--- config.mk ---
export PLATFORM = sky130hd
export DESIGN_NAME = card_socket_power_sequencer
export DESIGN_NICKNAME = d
export VERILOG_FILES = /design/src/card_seq_pkg.sv /design/src/card_socket_power_sequencer.sv
export SDC_FILE = /design/constraint.sdc
export NUM_CORES = 1
export LEC_CHECK = 0
export BUFFER_PORTS_ARGS = -buffer_cell sky130_fd_sc_hd__buf_2
export CORE_MARGIN = 5
export CORE_UTILIZATION = 60
export CTS_CLUSTER_DIAMETER = 200
export DETAILED_ROUTE_END_ITERATION = 8
export PLACE_DENSITY = 0.8
export SYNTH_ARGS = -nofsm -noshare
export SYNTH_HDL_FRONTEND = slang
export SYNTH_SLANG_ARGS = --single-unit
--- constraint.sdc ---
create_clock -name i_ref_clk -period 5.74 [get_ports i_ref_clk]
set_input_delay 1.148 -clock i_ref_clk [delete_from_list [all_inputs] [get_ports i_ref_clk]]
set_output_delay 1.148 -clock i_ref_clk [all_outputs]
set_load 0.02 [all_outputs]
--- src/card_seq_pkg.sv ---
/*
  Shared constants and types for the card socket power sequencer, and the
  small card presence filter that the sequencer instantiates.
  Assumes one 200 MHz clock, an asynchronous active-low reset and card-detect
  inputs that are already synchronous to that clock.
*/
// How it works
// - Never pass the set-feature command that selects 8-bit transfers.
// - A card counts as inserted only when both detect inputs read low together.
// - Socket power control is active low: low is on, high is off.
// - After our own reset, switch socket power on.
// - On insertion, switch socket power off about one second, then on.
// - Repeat the power cycle on every removal and reinsertion.
// - Sequencing holds only when the card is alone on its bus.
// - Issue identify to learn capabilities and then set a matching transfer mode.
package card_seq_pkg;
  localparam int unsigned CLK_HZ = 200_000_000;
  localparam int unsigned POWER_OFF_TIME_MS = 1000;
  localparam int unsigned POWER_OFF_CYCLES = POWER_OFF_TIME_MS * (CLK_HZ / 1000);
  localparam int unsigned DETECT_STABLE_CYCLES = 16;
  localparam int unsigned RESET_HOLD_CYCLES = 64;
  localparam int unsigned CNT_W = 32;
  localparam int unsigned XFER_MODE_W = 3;
  localparam logic [XFER_MODE_W-1:0] XFER_MODE_RESET = 3'h0;
  localparam logic [7:0] CMD_SET_FEATURES = 8'hEF;
  localparam logic [7:0] FEAT_ENABLE_8BIT = 8'h01;
  localparam logic POWER_ON = 1'b0;
  localparam logic POWER_OFF = 1'b1;

  typedef enum logic [2:0] {
    S_BOOT,
    S_IDLE,
    S_OFF,
    S_RESET,
    S_IDENT,
    S_READY,
    S_SHARED
  } seq_state_e;
endpackage : card_seq_pkg

`timescale 1ns/1ps

module card_presence_filter #(
  parameter int unsigned STABLE_CYCLES = card_seq_pkg::DETECT_STABLE_CYCLES
) (
  input wire logic i_ref_clk,
  input wire logic i_resetn,
  input wire logic i_card_detect_a_n,
  input wire logic i_card_detect_b_n,
  output logic o_present,
  output logic o_inserted,
  output logic o_removed
);
  import card_seq_pkg::*;

  localparam int unsigned CW = $clog2(STABLE_CYCLES + 1);

  typedef struct packed {
    logic present;
    logic [CW-1:0] count;
    logic inserted;
    logic removed;
  } filt_s;

  filt_s st;
  filt_s next_st;
  logic both_low;

  // Both pins must read low in the same cycle; one pin alone is a half-seated card.
  assign both_low = !i_card_detect_a_n && !i_card_detect_b_n;

  // A change must hold for the whole window, so contact bounce never flips presence.
  always_comb begin
    next_st = st;
    next_st.inserted = 1'b0;
    next_st.removed = 1'b0;
    if (both_low == st.present) begin
      next_st.count = '0;
    end else if (st.count == CW'(STABLE_CYCLES - 1)) begin
      next_st.count = '0;
      next_st.present = both_low;
      next_st.inserted = both_low;
      next_st.removed = !both_low;
    end else begin
      next_st.count = st.count + CW'(1);
    end
  end

  // State register.
  always_ff @(posedge i_ref_clk or negedge i_resetn) begin
    if (!i_resetn) begin
      st <= '0;
    end else begin
      st <= next_st;
    end
  end

  assign o_present = st.present;
  assign o_inserted = st.inserted;
  assign o_removed = st.removed;

  a_present_both_low: assert property (@(posedge i_ref_clk) disable iff (!i_resetn)
    $rose(st.present) |-> $past(both_low, 1) && $past(both_low, 2))
    else $error("Presence rose without both detect pins low.");
endmodule : card_presence_filter

--- src/card_socket_power_sequencer.sv ---
/*
  Card socket power sequencer: switches the socket supply so an inserted card
  comes up as a disk, holds the drive in reset, runs identify, and gates
  command traffic to the card until the sequence is complete.
  Assumes a sole card on its bus, inputs synchronous to i_ref_clk, and an
  outside ATA engine that performs identify and executes passed commands.
*/
`timescale 1ns/1ps

module card_socket_power_sequencer #(
  parameter int unsigned OFF_CYCLES = card_seq_pkg::POWER_OFF_CYCLES,
  parameter int unsigned HOLD_CYCLES = card_seq_pkg::RESET_HOLD_CYCLES,
  parameter int unsigned STABLE_CYCLES = card_seq_pkg::DETECT_STABLE_CYCLES
) (
  input wire logic i_ref_clk,
  input wire logic i_resetn,
  input wire logic i_card_detect_a_n,
  input wire logic i_card_detect_b_n,
  input wire logic i_shared_bus,
  input wire logic i_identify_done,
  input wire logic [card_seq_pkg::XFER_MODE_W-1:0] i_identify_mode,
  input wire logic i_cmd_valid,
  input wire logic [7:0] i_cmd_opcode,
  input wire logic [7:0] i_cmd_feature,
  output logic o_socket_power_ctl_n,
  output logic o_drive_reset_out_n,
  output logic o_identify_req,
  output logic [card_seq_pkg::XFER_MODE_W-1:0] o_xfer_mode,
  output logic o_card_ready,
  output logic o_unsupported_bus,
  output logic o_cmd_valid,
  output logic [7:0] o_cmd_opcode,
  output logic [7:0] o_cmd_feature,
  output logic o_cmd_rejected
);
  import card_seq_pkg::*;

  typedef struct packed {
    seq_state_e state;
    logic power_n;
    logic drive_reset_n;
    logic [CNT_W-1:0] count;
    logic identify_req;
    logic [XFER_MODE_W-1:0] xfer_mode;
    logic ready;
    logic unsupported;
    logic cmd_valid;
    logic [7:0] cmd_opcode;
    logic [7:0] cmd_feature;
    logic cmd_rejected;
  } seq_s;

  seq_s st;
  seq_s next_st;
  logic present;
  logic inserted;
  logic removed;
  logic bad_cmd;

  card_presence_filter #(
    .STABLE_CYCLES(STABLE_CYCLES)
  ) u_presence (
    .i_ref_clk(i_ref_clk),
    .i_resetn(i_resetn),
    .i_card_detect_a_n(i_card_detect_a_n),
    .i_card_detect_b_n(i_card_detect_b_n),
    .o_present(present),
    .o_inserted(inserted),
    .o_removed(removed)
  );

  // The 8-bit width select is never forwarded, so the wide-cycle pin can stay open.
  assign bad_cmd = (i_cmd_opcode == CMD_SET_FEATURES)
                   && (i_cmd_feature == FEAT_ENABLE_8BIT);

  // Sequencer: power, drive reset, identify, then traffic gate.
  always_comb begin
    next_st = st;
    next_st.identify_req = 1'b0;
    next_st.cmd_valid = 1'b0;
    next_st.cmd_rejected = 1'b0;
    next_st.cmd_opcode = i_cmd_opcode;
    next_st.cmd_feature = i_cmd_feature;
    case (st.state)
      S_BOOT: begin
        // Reset leaves the socket off; the first edge after release turns it on.
        next_st.power_n = POWER_ON;
        next_st.state = S_IDLE;
      end
      S_IDLE: begin
        next_st.ready = 1'b0;
        next_st.drive_reset_n = 1'b0;
        if (i_shared_bus) begin
          // A second drive on the bus needs another scheme, so stay out of the way.
          next_st.unsupported = 1'b1;
          next_st.state = S_SHARED;
        end else if (present) begin
          // The card woke in card-bus mode; a full supply cycle makes it latch disk mode.
          next_st.power_n = POWER_OFF;
          next_st.count = '0;
          next_st.state = S_OFF;
        end
      end
      S_OFF: begin
        // The off time runs on our own clock counter.
        if (st.count == CNT_W'(OFF_CYCLES - 1)) begin
          next_st.power_n = POWER_ON;
          next_st.count = '0;
          next_st.state = S_RESET;
        end else begin
          next_st.count = st.count + CNT_W'(1);
        end
      end
      S_RESET: begin
        // Hold the drive in reset a little after power returns so the supply settles.
        if (!present) begin
          next_st.state = S_IDLE;
        end else if (st.count == CNT_W'(HOLD_CYCLES - 1)) begin
          next_st.drive_reset_n = 1'b1;
          next_st.identify_req = 1'b1;
          next_st.state = S_IDENT;
        end else begin
          next_st.count = st.count + CNT_W'(1);
        end
      end
      S_IDENT: begin
        if (!present) begin
          next_st.drive_reset_n = 1'b0;
          next_st.state = S_IDLE;
        end else if (i_identify_done) begin
          next_st.xfer_mode = i_identify_mode;
          next_st.ready = 1'b1;
          next_st.state = S_READY;
        end
      end
      S_READY: begin
        if (removed || !present) begin
          // Power stays on; the next insertion runs the whole cycle again.
          next_st.ready = 1'b0;
          next_st.drive_reset_n = 1'b0;
          // A command offered in the removal cycle is refused rather than silently lost.
          next_st.cmd_rejected = i_cmd_valid;
          next_st.state = S_IDLE;
        end else if (i_cmd_valid) begin
          next_st.cmd_valid = !bad_cmd;
          next_st.cmd_rejected = bad_cmd;
        end
      end
      S_SHARED: begin
        // Left only by a reset, since the bus arrangement is a board property.
        next_st.ready = 1'b0;
      end
      default: begin
        next_st.state = S_IDLE;
      end
    endcase
    // Commands offered before the card is ready are refused, not queued.
    if (i_cmd_valid && st.state != S_READY) begin
      next_st.cmd_rejected = 1'b1;
    end
  end

  // State register; the socket starts switched off.
  always_ff @(posedge i_ref_clk or negedge i_resetn) begin
    if (!i_resetn) begin
      st <= '{state: S_BOOT, power_n: POWER_OFF, drive_reset_n: 1'b0, count: '0,
              identify_req: 1'b0, xfer_mode: XFER_MODE_RESET, ready: 1'b0,
              unsupported: 1'b0, cmd_valid: 1'b0, cmd_opcode: 8'h00,
              cmd_feature: 8'h00, cmd_rejected: 1'b0};
    end else begin
      st <= next_st;
    end
  end

  assign o_socket_power_ctl_n = st.power_n;
  assign o_drive_reset_out_n = st.drive_reset_n;
  assign o_identify_req = st.identify_req;
  assign o_xfer_mode = st.xfer_mode;
  assign o_card_ready = st.ready;
  assign o_unsupported_bus = st.unsupported;
  assign o_cmd_valid = st.cmd_valid;
  assign o_cmd_opcode = st.cmd_opcode;
  assign o_cmd_feature = st.cmd_feature;
  assign o_cmd_rejected = st.cmd_rejected;

  // Length of the current power-off stretch, read only by the checks below.
  logic [CNT_W-1:0] off_run;
  always_ff @(posedge i_ref_clk or negedge i_resetn) begin
    if (!i_resetn) begin
      off_run <= '0;
    end else if (st.power_n == POWER_OFF) begin
      off_run <= off_run + CNT_W'(1);
    end else begin
      off_run <= '0;
    end
  end

  a_power_on_ready: assert property (@(posedge i_ref_clk) disable iff (!i_resetn)
    st.ready |-> (st.power_n == POWER_ON))
    else $error("Card ready while socket power is off.");

  a_boot_power_on: assert property (@(posedge i_ref_clk) disable iff (!i_resetn)
    (st.state == S_BOOT) |=> (st.power_n == POWER_ON) && (st.state == S_IDLE))
    else $error("Socket power not switched on after reset.");

  a_insert_power_off: assert property (@(posedge i_ref_clk) disable iff (!i_resetn)
    (st.state == S_IDLE && present && !i_shared_bus) |=> (st.power_n == POWER_OFF))
    else $error("Insertion did not switch socket power off.");

  a_off_duration: assert property (@(posedge i_ref_clk) disable iff (!i_resetn)
    ($fell(st.power_n) && st.state == S_RESET) |-> (off_run == CNT_W'(OFF_CYCLES)))
    else $error("Power-off interval has the wrong length.");

  a_no_8bit_cmd: assert property (@(posedge i_ref_clk) disable iff (!i_resetn)
    st.cmd_valid |-> !(st.cmd_opcode == CMD_SET_FEATURES && st.cmd_feature == FEAT_ENABLE_8BIT))
    else $error("8-bit set-feature command passed to the card.");

  a_traffic_hold: assert property (@(posedge i_ref_clk) disable iff (!i_resetn)
    st.cmd_valid |-> ($past(st.state) == S_READY) && $past(i_cmd_valid))
    else $error("Command passed before the sequence completed.");

  a_reinsert_cycle: assert property (@(posedge i_ref_clk) disable iff (!i_resetn)
    (st.state == S_READY && removed) |=> (st.state == S_IDLE) && !st.ready)
    else $error("Removal did not rearm the power cycle.");

  a_identify_mode: assert property (@(posedge i_ref_clk) disable iff (!i_resetn)
    (st.state == S_IDENT && present && i_identify_done)
      |=> st.ready && (st.xfer_mode == $past(i_identify_mode)))
    else $error("Transfer mode not taken from identify result.");

  a_shared_blocked: assert property (@(posedge i_ref_clk) disable iff (!i_resetn)
    (st.state == S_SHARED) |-> !st.ready && st.unsupported && (st.power_n == POWER_ON))
    else $error("Shared bus was sequenced.");
endmodule : card_socket_power_sequencer

; ---- Word level (Yosys, flattened, before mapping)
; Cells that the tools add are included.
[totals]
ff_bits = 68
input_bits = 26
out_inout_bits = 26
wordCells = 105
[classes]
addsub = 2
n_eq_ne = 26
muxes = 37
bitwise_logic = 2
n_reduce_logical = 23
[op_table]
columns = cell, n
row1 = 32-bit two-way mux, 4
row2 = 32-bit one-hot mux with 3 select lines, 1
row3 = 34-bit two-way mux, 1
row4 = 32-bit by 1-bit adder with 32-bit output (second input constant), 1
row5 = 32-bit by 28-bit == test with 1-bit output (second input constant), 1
row6 = 32-bit by 6-bit == test with 1-bit output (second input constant), 1
row7 = 3-bit two-way mux, 6
row8 = 3-bit one-hot mux with 6 select lines, 1
row9 = 1-bit two-way mux, 17
row10 = 2-bit inequality test (second input constant), 7
row11 = 5-bit two-way mux, 2
row12 = 5-bit AND reduction, 2
row13 = 3-bit == test (second input constant), 3
row14 = 3-bit inequality test (second input constant), 3
row15 = 3-bit nonzero test, 3
row16 = 8-bit by 1-bit == test with 1-bit output (second input constant), 1
row17 = 8-bit == test (second input constant), 1
row18 = 4-bit two-way mux, 2
row19 = 4-bit AND reduction, 2
row20 = 3-bit by 2-bit == test with 1-bit output (second input constant), 2
row21 = 2-bit by 1-bit inequality test with 1-bit output (second input constant), 3
row22 = 1-bit one-hot mux with 3 select lines, 2
row23 = 6-bit AND reduction, 1
row24 = 5-bit by 1-bit adder with 5-bit output (second input constant), 1
row25 = 14 further kinds, 22

; ---- Depth between registers and ports, before layout
; Gate-level depths: netlist of run 1.
[logic_depth]
depth_word = 6
mapped_depth = 10

; ---- By module
; Synthesis of run 1 repeated with hierarchy kept, for this count alone.
[unflattened]
cells_unflattened = 347
hier_area_um2 = 3493.4
[modules_own_cells]
columns = mod, instances, cells_per_inst, area_per_inst_um2, seq_area_each_um2
row1 = card_socket_power_sequencer, 1, 320, 3171.8, 1527.7
row2 = card_presence_filter, 1, 27, 321.6, 200.2

; ---- Worst setup path before layout of run 1
; No wires, ideal clock.
[synth_path]
path_type = reg2reg
start = reg st[24] (netlist bit)
end = reg st[44] (netlist bit)
arrival_ns = 2.102
path_slack_ns = 3.513
stages_incl_launch_ff = 11
n_path_buf = 3
cell_sequence = dfrtp_1 > ha_1 > and4_1 > and2_1 > clkbuf_1 > a21o_1 > and3_1 > clkbuf_1 > buf_2 > nor2_1 > mux2_2
[synth_between]
elab_chain_cells = 4
elab_cells_between_ends = 9
cone_classes = add/sub (1) / eq/ne (3) / mux (4) / reduce/logical (1)
[synth_lines]
columns = element, line
row1 = "start, declared", card_socket_power_sequencer.sv:53  ; seq_s st;
row2 = "start signal, assigned", card_socket_power_sequencer.sv:166  ; st <= '{state: S_BOOT, power_n: POWER_OFF, drive_reset_n: 1'b0, count: '0,
row3 = "start signal, assigned", card_socket_power_sequencer.sv:171  ; st <= next_st;
row4 = 32-bit by 1-bit adder with 32-bit output, "card_socket_power_sequencer.sv:111, card_socket_power_sequencer.sv:123"
row5 = 32-bit two-way mux, card_socket_power_sequencer.sv:118  ; end else if (st.count == CNT_W'(HOLD_CYCLES - 1)) begin
row6 = 34-bit two-way mux, card_socket_power_sequencer.sv:116  ; if (!present) begin
row7 = 32-bit one-hot mux with 3 select lines, card_socket_power_sequencer.sv:84  ; case (st.state)
; Parallel ways exist; a longest one is shown, timed or not. The select of a mux whose other input is x is not followed.
; A chain may end at the register's enable or synchronous reset.

; ---- Final worst setup path of run 1
[layout_path]
start = reg st[59] (netlist bit)
end = reg st[39] (netlist bit)
[layout_between]
elab_chain_cells = 3
elab_cells_between_ends = 10
cone_classes = eq/ne (7) / mux (1) / reduce/logical (2)
[layout_lines]
columns = element, line
row1 = 3-bit by 2-bit == test with 1-bit output or 3-bit by 1-bit == test with 1-bit output (tied branches), card_socket_power_sequencer.sv:84
row2 = 2-bit inequality test (no line) (tied with other cells), --
row3 = 5-bit AND reduction (no line), --
; Parallel ways exist; a longest one is shown, timed or not.

==> key figures, run 1 <==
Clock network
  • Clock sinks: 68
  • Clk pin slew, worst setup/hold paths: ~0.07 ns
  • H-tree depth: 3
  • Maximum clock path buffer count: 2
  • Clock Tree Root: clkbuf_8
  • Clk_lat worst skew: between 0.3 and 0.4 ns
  • Cts hold-fix bufs: 0
  • TritonCTS Buffers: 9
  • Post-CTS Setup Inserts: 0
  • CTS tree: done
  • Post-CTS sizing: 0

GRT
  • Total track usage: ~22%
  • Initial antenna violation count: 0
  • Largest net degree at the start of global routing: 69
  • Vias in the first global route: roughly 2,700
  • GRT overflow: 0
  • First-pass GRT wire length: around 13,000 um

Power
  • Combinational Power Share: 9.2%
  • Clock share of power: 35.6%
  • P_int: roughly 700 uW
  • Peak supply drop: approximately 230 uV
  • Total power: ~950 uW
  • Flop pwr share: 55.2%
  • Sw Pwr: about 240 uW
  • Sw frac: approximately 26%
  • Static Leak: between 1.5 and 2 nW
  • PD cells: ~250 mW/mm^2

Worst setup path
  • Largest delay share family, worst path: simple AND/OR/NAND/NOR gates
  • WS Path Type: flop to flop
  • Worst Path Arrival: 2.91 ns
  • Critical path's slowest cell: nor2_1
  • Worst path max stage delay: between 0.9 and 1 ns
  • Crit path buf inv count: 0
  • Critical Path Source: st[59]
  • FF-to-FF Start: st[59]
  • Critical path peak fanout: 16
  • Cell Chain, Critical Path: or3b_4 -> and2_4 -> nor2_1 -> a21oi_1 -> o22ai_1
  • Worst Path Required: about 6 ns
  • Crit. End Element: flop
  • Critical Path Source Type: flop

Finish
  • NumNets Final: about 430
  • Most frequent cells in the layout: 67 x dfrtp_1, 51 x buf_2, 31 x nand2_1
  • Most common cell after layout, fill and taps aside: dfrtp_1
  • Final Util: approximately two thirds
  • Share of layout cells above drive strength 1: 19.51%
  • Area delta synth->final: 8.742%
  • Fillers: between 500 and 600
  • Sequential cell area: between 0.0015 and 0.002 sq mm
  • # diodes: 0
  • Area of the multi-input gates: 0.001536 sq mm

Yosys
  • Ys flop type: dfrtp_1
  • Sequential area share after synthesis: about half
  • Count of cell types in the netlist: between 50 and 60
  • Mapped cell area: 0.003521 sq mm
  • Post-synthesis async set-or-reset flop share: 100.0%
  • Syn Inst Count: around 370
  • Syn Area/Cell: approximately 9.4 sq um
  • Synth Register Bits: 68
  • Syn nets: roughly 400
  • Post-synth EDFFs: 0
  • Yosys warns: 0

STA
  • RSZ-0062 raised after global routing: false
  • Clk_skew: roughly 0.010 ns
  • Worst Tran Pin Value: roughly 1.2 ns
  • Final WS setup: 3.083 ns
  • Final setup vio count: 0
  • Final Hold Vio Count: 0
  • Max Transition Viols Final: 0
  • Setup TNS: 0 ns
  • Max-slew headroom at the worst pin: 19.23%
  • Period utilization: 46.28%
  • Final worst path period need: 2.657 ns
  • Fmax: 376.4 MHz

Die
  • Vert. Die Dim: just under 90 um
  • Initial Util: 60.54%
  • Die area: between 0.007 and 0.008 sq mm
  • Standard-cell row count: 28
  • Num ports: 52
  • Die W: between 80 and 90 um
  • Core area: 0.005816 sq mm

Run
  • Maximum capacitance violations: 0

Route
  • 1st-iter DRT viols: 290
  • DRC Markers: 0
  • Routed wire length: between 7000 and 8000 um
  • First drt pass iteration count: 5
  • Via count: 2,973
  • ANT nets after route: 0
  • Vias per inst: around 6.2
  • Routed wire length per instance: roughly 16 um

Min path
  • Hold Crit Class: flop to flop
  • Worst hold start: u_presence.st[2]

Place
  • DP Worst Slack: between 3 and 4 ns
  • Global placement routability congestion: between 0.8 and 0.9
  • PortBufs: 51
  • Hpwl dp: roughly 5400 um

Run status
  • Outcome: finished clean
==> layer usage <==
layer | global-route usage (%) | routed length, um | up-vias
li1 | - | - | 1413
met1 | 31.23 | 3536 | 1424
met2 | 32.48 | 3527 | 119
met3 | 4.373 | 605 | 17
met4 | 12.32 | 161 | 0
met5 | 0 | 0 | -
==> final cells by class <==
| class | count | area share (%) |
|---|---|---|
| clock buffer | 14 | 3.987 |
| clock inverter | 2 | 0.3268 |
| inverter | 16 | 1.569 |
| multi-input combinational | 252 | 40.13 |
| sequential | 68 | 44.48 |
| tap | 75 | 2.451 |
| timing repair buffer | 53 | 7.059 |
==> sequential cells by signal (all words and copies together) (netlist names), 3 cells and up <==
register,cells
o_cmd_feature,8
o_cmd_opcode,8
o_xfer_mode,3
st,35
u_presence.st,5
==> worst paths after layout <==
kind                                             to  slack, ns  depth (start not counted)
worst max-delay path                         st[39]       3.08                          5
worst min-delay path               u_presence.st[2]       0.46                          1
worst max register to register               st[39]       3.08                          5
worst min register to register     u_presence.st[2]       0.46                          1
max in group asynchronous          o_cmd_feature[6]       4.23                          2
min in group asynchronous       o_drive_reset_out_n       0.98                          2
==> power by group through the flow <==
stage	combinational [mW]	clock [mW]	sequential, mW
2_1_floorplan	0.0688	0	0.520
3_3_place_gp	0.0860	0	0.529
3_5_place_dp	0.0886	0	0.531
4_1_cts	0.0897	0.345	0.521
5_1_grt	0.102	0.368	0.525
6_report	0.0874	0.337	0.522
==> cells by family (layout without fill, tap and decap cells) <==
group,after synthesis,after routing,synth area share (%)
AOI/OAI and AO/OA,95,95,17.34
buffers and inverters,54,85,8.102
and+or+nand+nor,145,145,22.53
muxes,7,7,2.203
adders and majority gates,2,2,0.7106
xor gates and xnor gates,3,3,0.7464
DFF,68,68,48.37
==> synth_stat cells (all sizes together) (4+ instances only) <==
cell,instances,area share [%]
nor2,19,2.0
inv,16,1.7
and4,6,1.5
buf,22,4.7
and2,4,0.78
nand2,31,3.3
o21ai,32,4.5
a21oi,18,2.6
nand3,20,2.8
nand4,15,2.7
and3,5,0.89
nor3,9,1.4
a2bb2oi,9,2.2
or3,6,1.1
nor4,13,2.5
o31ai,12,2.6
clkbuf,16,1.7
mux2,6,1.9
dfrtp,67,48
==> through the flow <==
stage / hold WS [ns] / cell area, sq um / cells
after floorplan: 0.4329 / 3521 / 374
after global routing: 0.4932 / 3829 / 480
after global placement: 0.4528 / 3664 / 464
after detailed placement: 0.4560 / 3664 / 464
after CTS: 0.4650 / 3829 / 480
final: 0.4625 / 3829 / 480
Note: power is estimated with default switching activity, not from simulation.
==> inputs of run 2 (changes only) <==
ABC_AREA = 1   (was not set)
CORE_UTILIZATION = 59   (was 60)
PLACE_DENSITY = 0.78   (was 0.8)
clock period = 2.45 ns   (was 5.74 ns; I/O delays follow)
==> key figures, run 2 <==
Run status
  • Outcome: finished clean

Worst setup path
  • Largest delay share family, worst path: simple AND/OR/NAND/NOR gates
  • Worst path max stage delay: around 0.45 ns
  • R2R depth: 10
  • Worst Path Required: 2.69 ns
  • Reg2Reg Setup Slack: between 0.4 and 0.5 ns
  • Critical path's slowest cell: dfrtp_1
  • Critical Path Source Type: flop
  • Crit path buf inv count: 1
  • Cell Chain, Critical Path: ha_1 -> inv_2 -> nor2_4 -> nand2_2 -> nor2_4 -> nand2_4 -> a21oi_4 -> nand2_2 -> nand2_1 -> nand2_1
  • Worst Path Arrival: between 2 and 2.5 ns
  • Critical path peak fanout: 17
  • Crit. End Element: flop
  • WS Path Type: flop to flop
  • Reg2reg end: st[60]
  • FF-to-FF Start: st[24]

Yosys
  • Count of cell types in the netlist: 34
  • Post-synth EDFFs: 0
  • Ys flop type: dfrtp_1
  • Syn nets: about 650
  • Synth top area share: around two fifths
  • Sequential area share after synthesis: 39.61%
  • Dominant cells by area after synthesis: dfrtp_1 39%, nand2_1 18%, nor2_1 8.7%
  • Synth cell count leaders: 203 x nand2_1, 100 x nor2_1, 69 x nand3_1
  • Cell with the most instances after synthesis: nand2_1
  • Post-synthesis async set-or-reset flop share: 100.0%
  • Mapped cell area: 0.004299 sq mm
  • Yosys warns: 0
  • Syn Inst Count: about 620
  • Synth Register Bits: 68
  • Syn Area/Cell: a little under 7 sq um
  • Yosys top cell by area: dfrtp_1

Die
  • Die area: approximately 0.0091 sq mm
  • Vert. Die Dim: about 95 um
  • Standard-cell row count: 31
  • Core area: between 0.007 and 0.008 sq mm
  • Die W: ~95 um
  • Num ports: 52
  • Initial Util: ~60%

Route
  • Via count: 4,199
  • Routed wire length per instance: roughly 15 um
  • DRC Markers: 0
  • ANT nets after route: 0
  • Vias per inst: roughly 5.5
  • 1st-iter DRT viols: 423
  • First drt pass iteration count: 5
  • Routed wire length: 11,370 um

STA
  • Max-slew headroom at the worst pin: between 50% and 60%
  • Setup TNS: 0 ns
  • Worst Tran Pin Value: ~0.70 ns
  • Clk_skew: approximately 0.017 ns
  • Final WS setup: ~0.45 ns
  • RSZ-0062 raised after global routing: false
  • Max Transition Viols Final: 0
  • Period utilization: 81.79%
  • Final setup vio count: 0
  • Fmax: 499.1 MHz
  • Final worst path period need: between 2 and 2.5 ns
  • Final Hold Vio Count: 0

GRT
  • Initial antenna violation count: 0
  • Total track usage: 26.39%
  • Vias in the first global route: between 3,000 and 4,000
  • First-pass GRT wire length: around 19,000 um
  • GRT overflow: 0
  • Largest net degree at the start of global routing: between 60 and 70

Finish
  • Max reg flops: 35
  • Final Util: 65.53%
  • Fin area: about 0.0047 sq mm
  • # diodes: 0
  • Area delta synth->final: 9.371%
  • NumNets Final: about 680
  • Top reg by flops: st
  • Most common cell after layout, fill and taps aside: nand2_1
  • Share of layout cells above drive strength 1: 15.45%
  • Most frequent cells in the layout: 203 x nand2_1, 99 x nor2_1, 69 x nand3_1

Clock network
  • Clk_lat worst skew: roughly 0.36 ns
  • Clock sinks: 68
  • Cts hold-fix bufs: 0
  • TritonCTS Buffers: 9
  • Clk pin slew, worst setup/hold paths: roughly 0.08 ns
  • H-tree depth: 3
  • CTS tree: done
  • Maximum clock path buffer count: 2
  • Clock Tree Root: clkbuf_8
  • Post-CTS Setup Inserts: 0
  • Post-CTS sizing: 0

Place
  • Hpwl dp: ~8000 um
  • DP Worst Slack: 0.5117 ns
  • Global placement routability congestion: 0.9841
  • PortBufs: ~50
  • DP Area: roughly 0.0045 sq mm

Power
  • Peak supply drop: about 580 uV
  • Total power: roughly 3.9 mW
  • Static Leak: 2.345 nW
  • PD cells: about 830 mW/mm^2

Run
  • Maximum capacitance violations: 0

Min path
  • Hold Crit Class: primary input to asynchronous set/reset pin
==> run 2: cell types whose count changed in the layout (fill, tap and decap cells not counted), sizes merged, moves of 12 or more <==
| cell | before | now |
|---|---|---|
| nand2 | 31 | 209 |
| nor2 | 19 | 110 |
| nand3 | 20 | 69 |
| inv | 16 | 56 |
| o21ai | 32 | 8 |
| nand4 | 15 | 31 |
| a21oi | 18 | 5 |
| nor4 | 13 | 1 |
| o31ai | 12 | 0 |
==> run 2: final cells by class <==
cell class                      instances  area, sq um
Tap cell                               99        123.9
Inverter                               54        202.7
Clock buffer                            9        123.9
Timing Repair Buffer                   56        305.3
Clock inverter                          7        83.83
Sequential cell                        68         1703
Multi-Input combinational cell        466         2160
Fill cell                             664         2474
==> run 2: kinds of logic after synthesis <==
| logic type | count (synthesis) | synth area share [%] |
|---|---|---|
| xor gates and xnor gates | 10 | 2.037 |
| AOI/OAI and AO/OA | 21 | 3.318 |
| adders and majority gates | 2 | 0.5820 |
| and+or+nand+nor | 433 | 44.24 |
| buffers and inverters | 89 | 10.22 |
| DFF | 68 | 39.61 |
==> run 2: per-stage QoR <==
step	hold slack, ns	cells
finish	0.1416	759
global route	0.1722	759
CTS	0.1543	759
detailed placement	0.4579	743
global placement	0.4418	743
floorplan	0.1944	623
==> run 2: worst max-delay path by stage <==
| stage | start | to | slack [ns] | cells after the start |
|---|---|---|---|---|
| floorplan | st[24] | st[51] | 0.77 | 9 |
| global placement | st[24] | st[60] | 0.58 | 10 |
| detailed placement | st[24] | st[60] | 0.51 | 10 |
| CTS | st[24] | st[60] | 0.48 | 10 |
| global route | st[24] | st[58] | 0.31 | 10 |
| finish | st[24] | st[60] | 0.45 | 10 |
==> run 2: per-layer routing <==
| layer | GRT usage [%] | part of all wire [%] |
|---|---|---|
| met5 | 0 | 0 |
| met1 | 35.27 | 43 |
| met2 | 43.03 | 49 |
| met4 | 9.615 | 1.6 |
| met3 | 4.499 | 6.9 |
==> run 2: power breakdown <==
part / total, mW / switching (mW) / internal [mW] / leakage, nW
Combinational: 1.46 / 1.04 / 0.417 / 1.36
Sequential: 1.45 / 0.164 / 1.28 / 0.881
Clock: 0.998 / 0.510 / 0.488 / 0.102
Total: 3.90 / 1.71 / 2.19 / 2.34
==> inputs of run 3 (changes only) <==
CORE_UTILIZATION = 53   (was 59)
PLACE_DENSITY = 0.74   (was 0.78)
clock period = 1.8 ns   (was 2.45 ns; I/O delays follow)
==> key figures, run 3 (same netlist as run 2, synthesis figures left out) <==
STA
  • Clk_skew: 0.01854 ns
  • RSZ-0062 raised after global routing: true
  • Max-slew headroom at the worst pin: approximately three quarters
  • Final Hold Vio Count: 0
  • Setup TNS: 0 ns
  • Worst Tran Pin Value: around 0.36 ns
  • Final WS setup: around 0.091 ns
  • Fin Hold WS: about 0.0065 ns
  • Fmax: 585.3 MHz
  • Max Transition Viols Final: 0
  • Final worst path period need: ~1.7 ns
  • Period utilization: a little over nine tenths
  • Final setup vio count: 0

Place
  • Hpwl dp: roughly 9000 um
  • Dpl cells: between 700 and 800
  • DP Area: between 0.004 and 0.005 sq mm
  • Global placement routability congestion: 0.9815
  • DP Worst Slack: between 0.1 and 0.15 ns
  • PortBufs: just over 50

Clock network
  • CTS tree: done
  • H-tree depth: 3
  • Clk_lat worst skew: between 0.3 and 0.4 ns
  • Clock sinks: between 60 and 70
  • Clock Tree Root: clkbuf_8
  • Clk pin slew, worst setup/hold paths: roughly 0.10 ns
  • TritonCTS Buffers: 9
  • Maximum clock path buffer count: 2

Worst setup path
  • Crit path buf inv count: 0
  • Crit. End Element: flop
  • Worst Path Required: around 2 ns
  • FF-to-FF Start: st[33]
  • Worst Path Arrival: between 1.5 and 2 ns
  • Largest delay share family, worst path: simple AND/OR/NAND/NOR gates
  • Critical path peak fanout: 7
  • WS Path Type: flop to flop
  • Worst path max stage delay: 0.48 ns
  • Critical Path Source Type: flop
  • Cell Chain, Critical Path: nand2_1 -> nor2_1 -> nand2_1 -> nor2_1 -> nand3_1 -> nand4_1 -> nand3_1
  • Reg2Reg Setup Slack: between 0.09 and 0.1 ns
  • R2R depth: 7
  • Critical path's slowest cell: dfrtp_1
  • Reg2reg end: st[51]

Power
  • Total power: around 5.6 mW
  • P_int: around 3.2 mW
  • Sw frac: between 40% and 50%
  • Static Leak: roughly 2.4 nW
  • Sw Pwr: roughly 2.4 mW
  • Clock share of power: about a quarter
  • Combinational Power Share: about two fifths
  • Peak supply drop: between 900 and 1000 uV
  • Flop pwr share: between 30% and 40%
  • PD cells: between 1000 and 1500 mW/mm^2

Finish
  • Fin area: a little under 0.005 sq mm
  • Area delta synth->final: 14.44%
  • # diodes: 0
  • Area of the multi-input gates: around 0.0022 sq mm
  • Post-Layout Cell Count: 783
  • Most common cell after layout, fill and taps aside: nand2_1
  • NumNets Final: approximately 700
  • Sequential cell area: roughly 0.0017 sq mm
  • Top reg by flops: st
  • Share of layout cells above drive strength 1: about 20%
  • Final Util: 63.01%
  • Fillers: approximately 730
  • Max reg flops: 35
  • Most frequent cells in the layout: 202 x nand2_1, 93 x nor2_1, 67 x nand3_1

Die
  • Initial Util: 55.06%
  • Core area: roughly 0.0078 sq mm
  • Num ports: 52
  • Die W: 100.1 um
  • Die area: ~0.01 sq mm
  • Vert. Die Dim: ~100 um
  • Standard-cell row count: 32

GRT
  • GRT overflow: 0
  • M1 GR Usage: between 30% and 40%
  • GR peak layer: met2
  • Largest net degree at the start of global routing: 69
  • First-pass GRT wire length: 19,290 um
  • Total track usage: 24.08%
  • GR Util met2: a little under 40%
  • Vias in the first global route: between 4,000 and 5,000
  • Grt met3 use: under 10%
  • Initial antenna violation count: 0

Route
  • Routed wire length per instance: ~15 um
  • DRC Markers: 0
  • First drt pass iteration count: 5
  • 1st-iter DRT viols: between 300 and 400
  • Vias per inst: around 5.5
  • ANT nets after route: 0
  • Via count: 4,297
  • Routed wire length: 11,730 um

Min path
  • Hold Crit Class: primary input to asynchronous set/reset pin

Run
  • Maximum capacitance violations: 0

Run status
  • Outcome: finished clean
run 3: changes by cell type in the layout (fill, tap and decap cells not counted), sizes merged:
cell / previous run / this run
buf: 56 / 76
clkinv: 3 / 1
clkinvlp: 1 / 2
inv: 56 / 57
nand2: 209 / 210
run 3: layout make-up:
type	count	share of cell area, %
inverters	54	4.120
multi-input cells	467	44.58
repair buffers	76	9.766
clock inverters	7	1.679
well taps	102	2.594
flip-flops and latches	68	34.74
clock buffers	9	2.518
run 3: worst max-delay path by stage:
stage            from      to  slack [ns]  cells past startpoint
6_report       st[33]  st[51]        0.09                      7
3_3_place_gp   st[25]  st[58]        0.13                     10
3_5_place_dp   st[25]  st[58]        0.12                     10
2_1_floorplan  st[24]  st[51]        0.12                      9
5_1_grt        st[29]  st[60]      -0.008                      9
4_1_cts        st[25]  st[58]        0.09                     10
run 3: power by group through the flow:
stage | Clock (mW) | Combinational, mW | Sequential, mW
after floorplan | 0 | 1.59 | 1.95
after global placement | 0 | 2.15 | 1.97
after detailed placement | 0 | 2.20 | 1.98
after CTS | 1.39 | 2.21 | 1.95
after global routing | 1.48 | 2.54 | 1.98
final | 1.38 | 2.31 | 1.95
run 3: metal layers:
| layer | wire length (um) | share of wire [%] |
|---|---|---|
| met5 | 0 | 0 |
| met4 | 162 | 1.4 |
| met3 | 763 | 6.5 |
| met2 | 5688 | 49 |
| met1 | 5113 | 44 |
run 3: what timing repair did:
item	in CTS	in global routing
buffers inserted	0	3
endpoints found under the setup margin	0	18
resized for setup	0	14
hold buffers	0	0
hold endpoints to repair	0	0
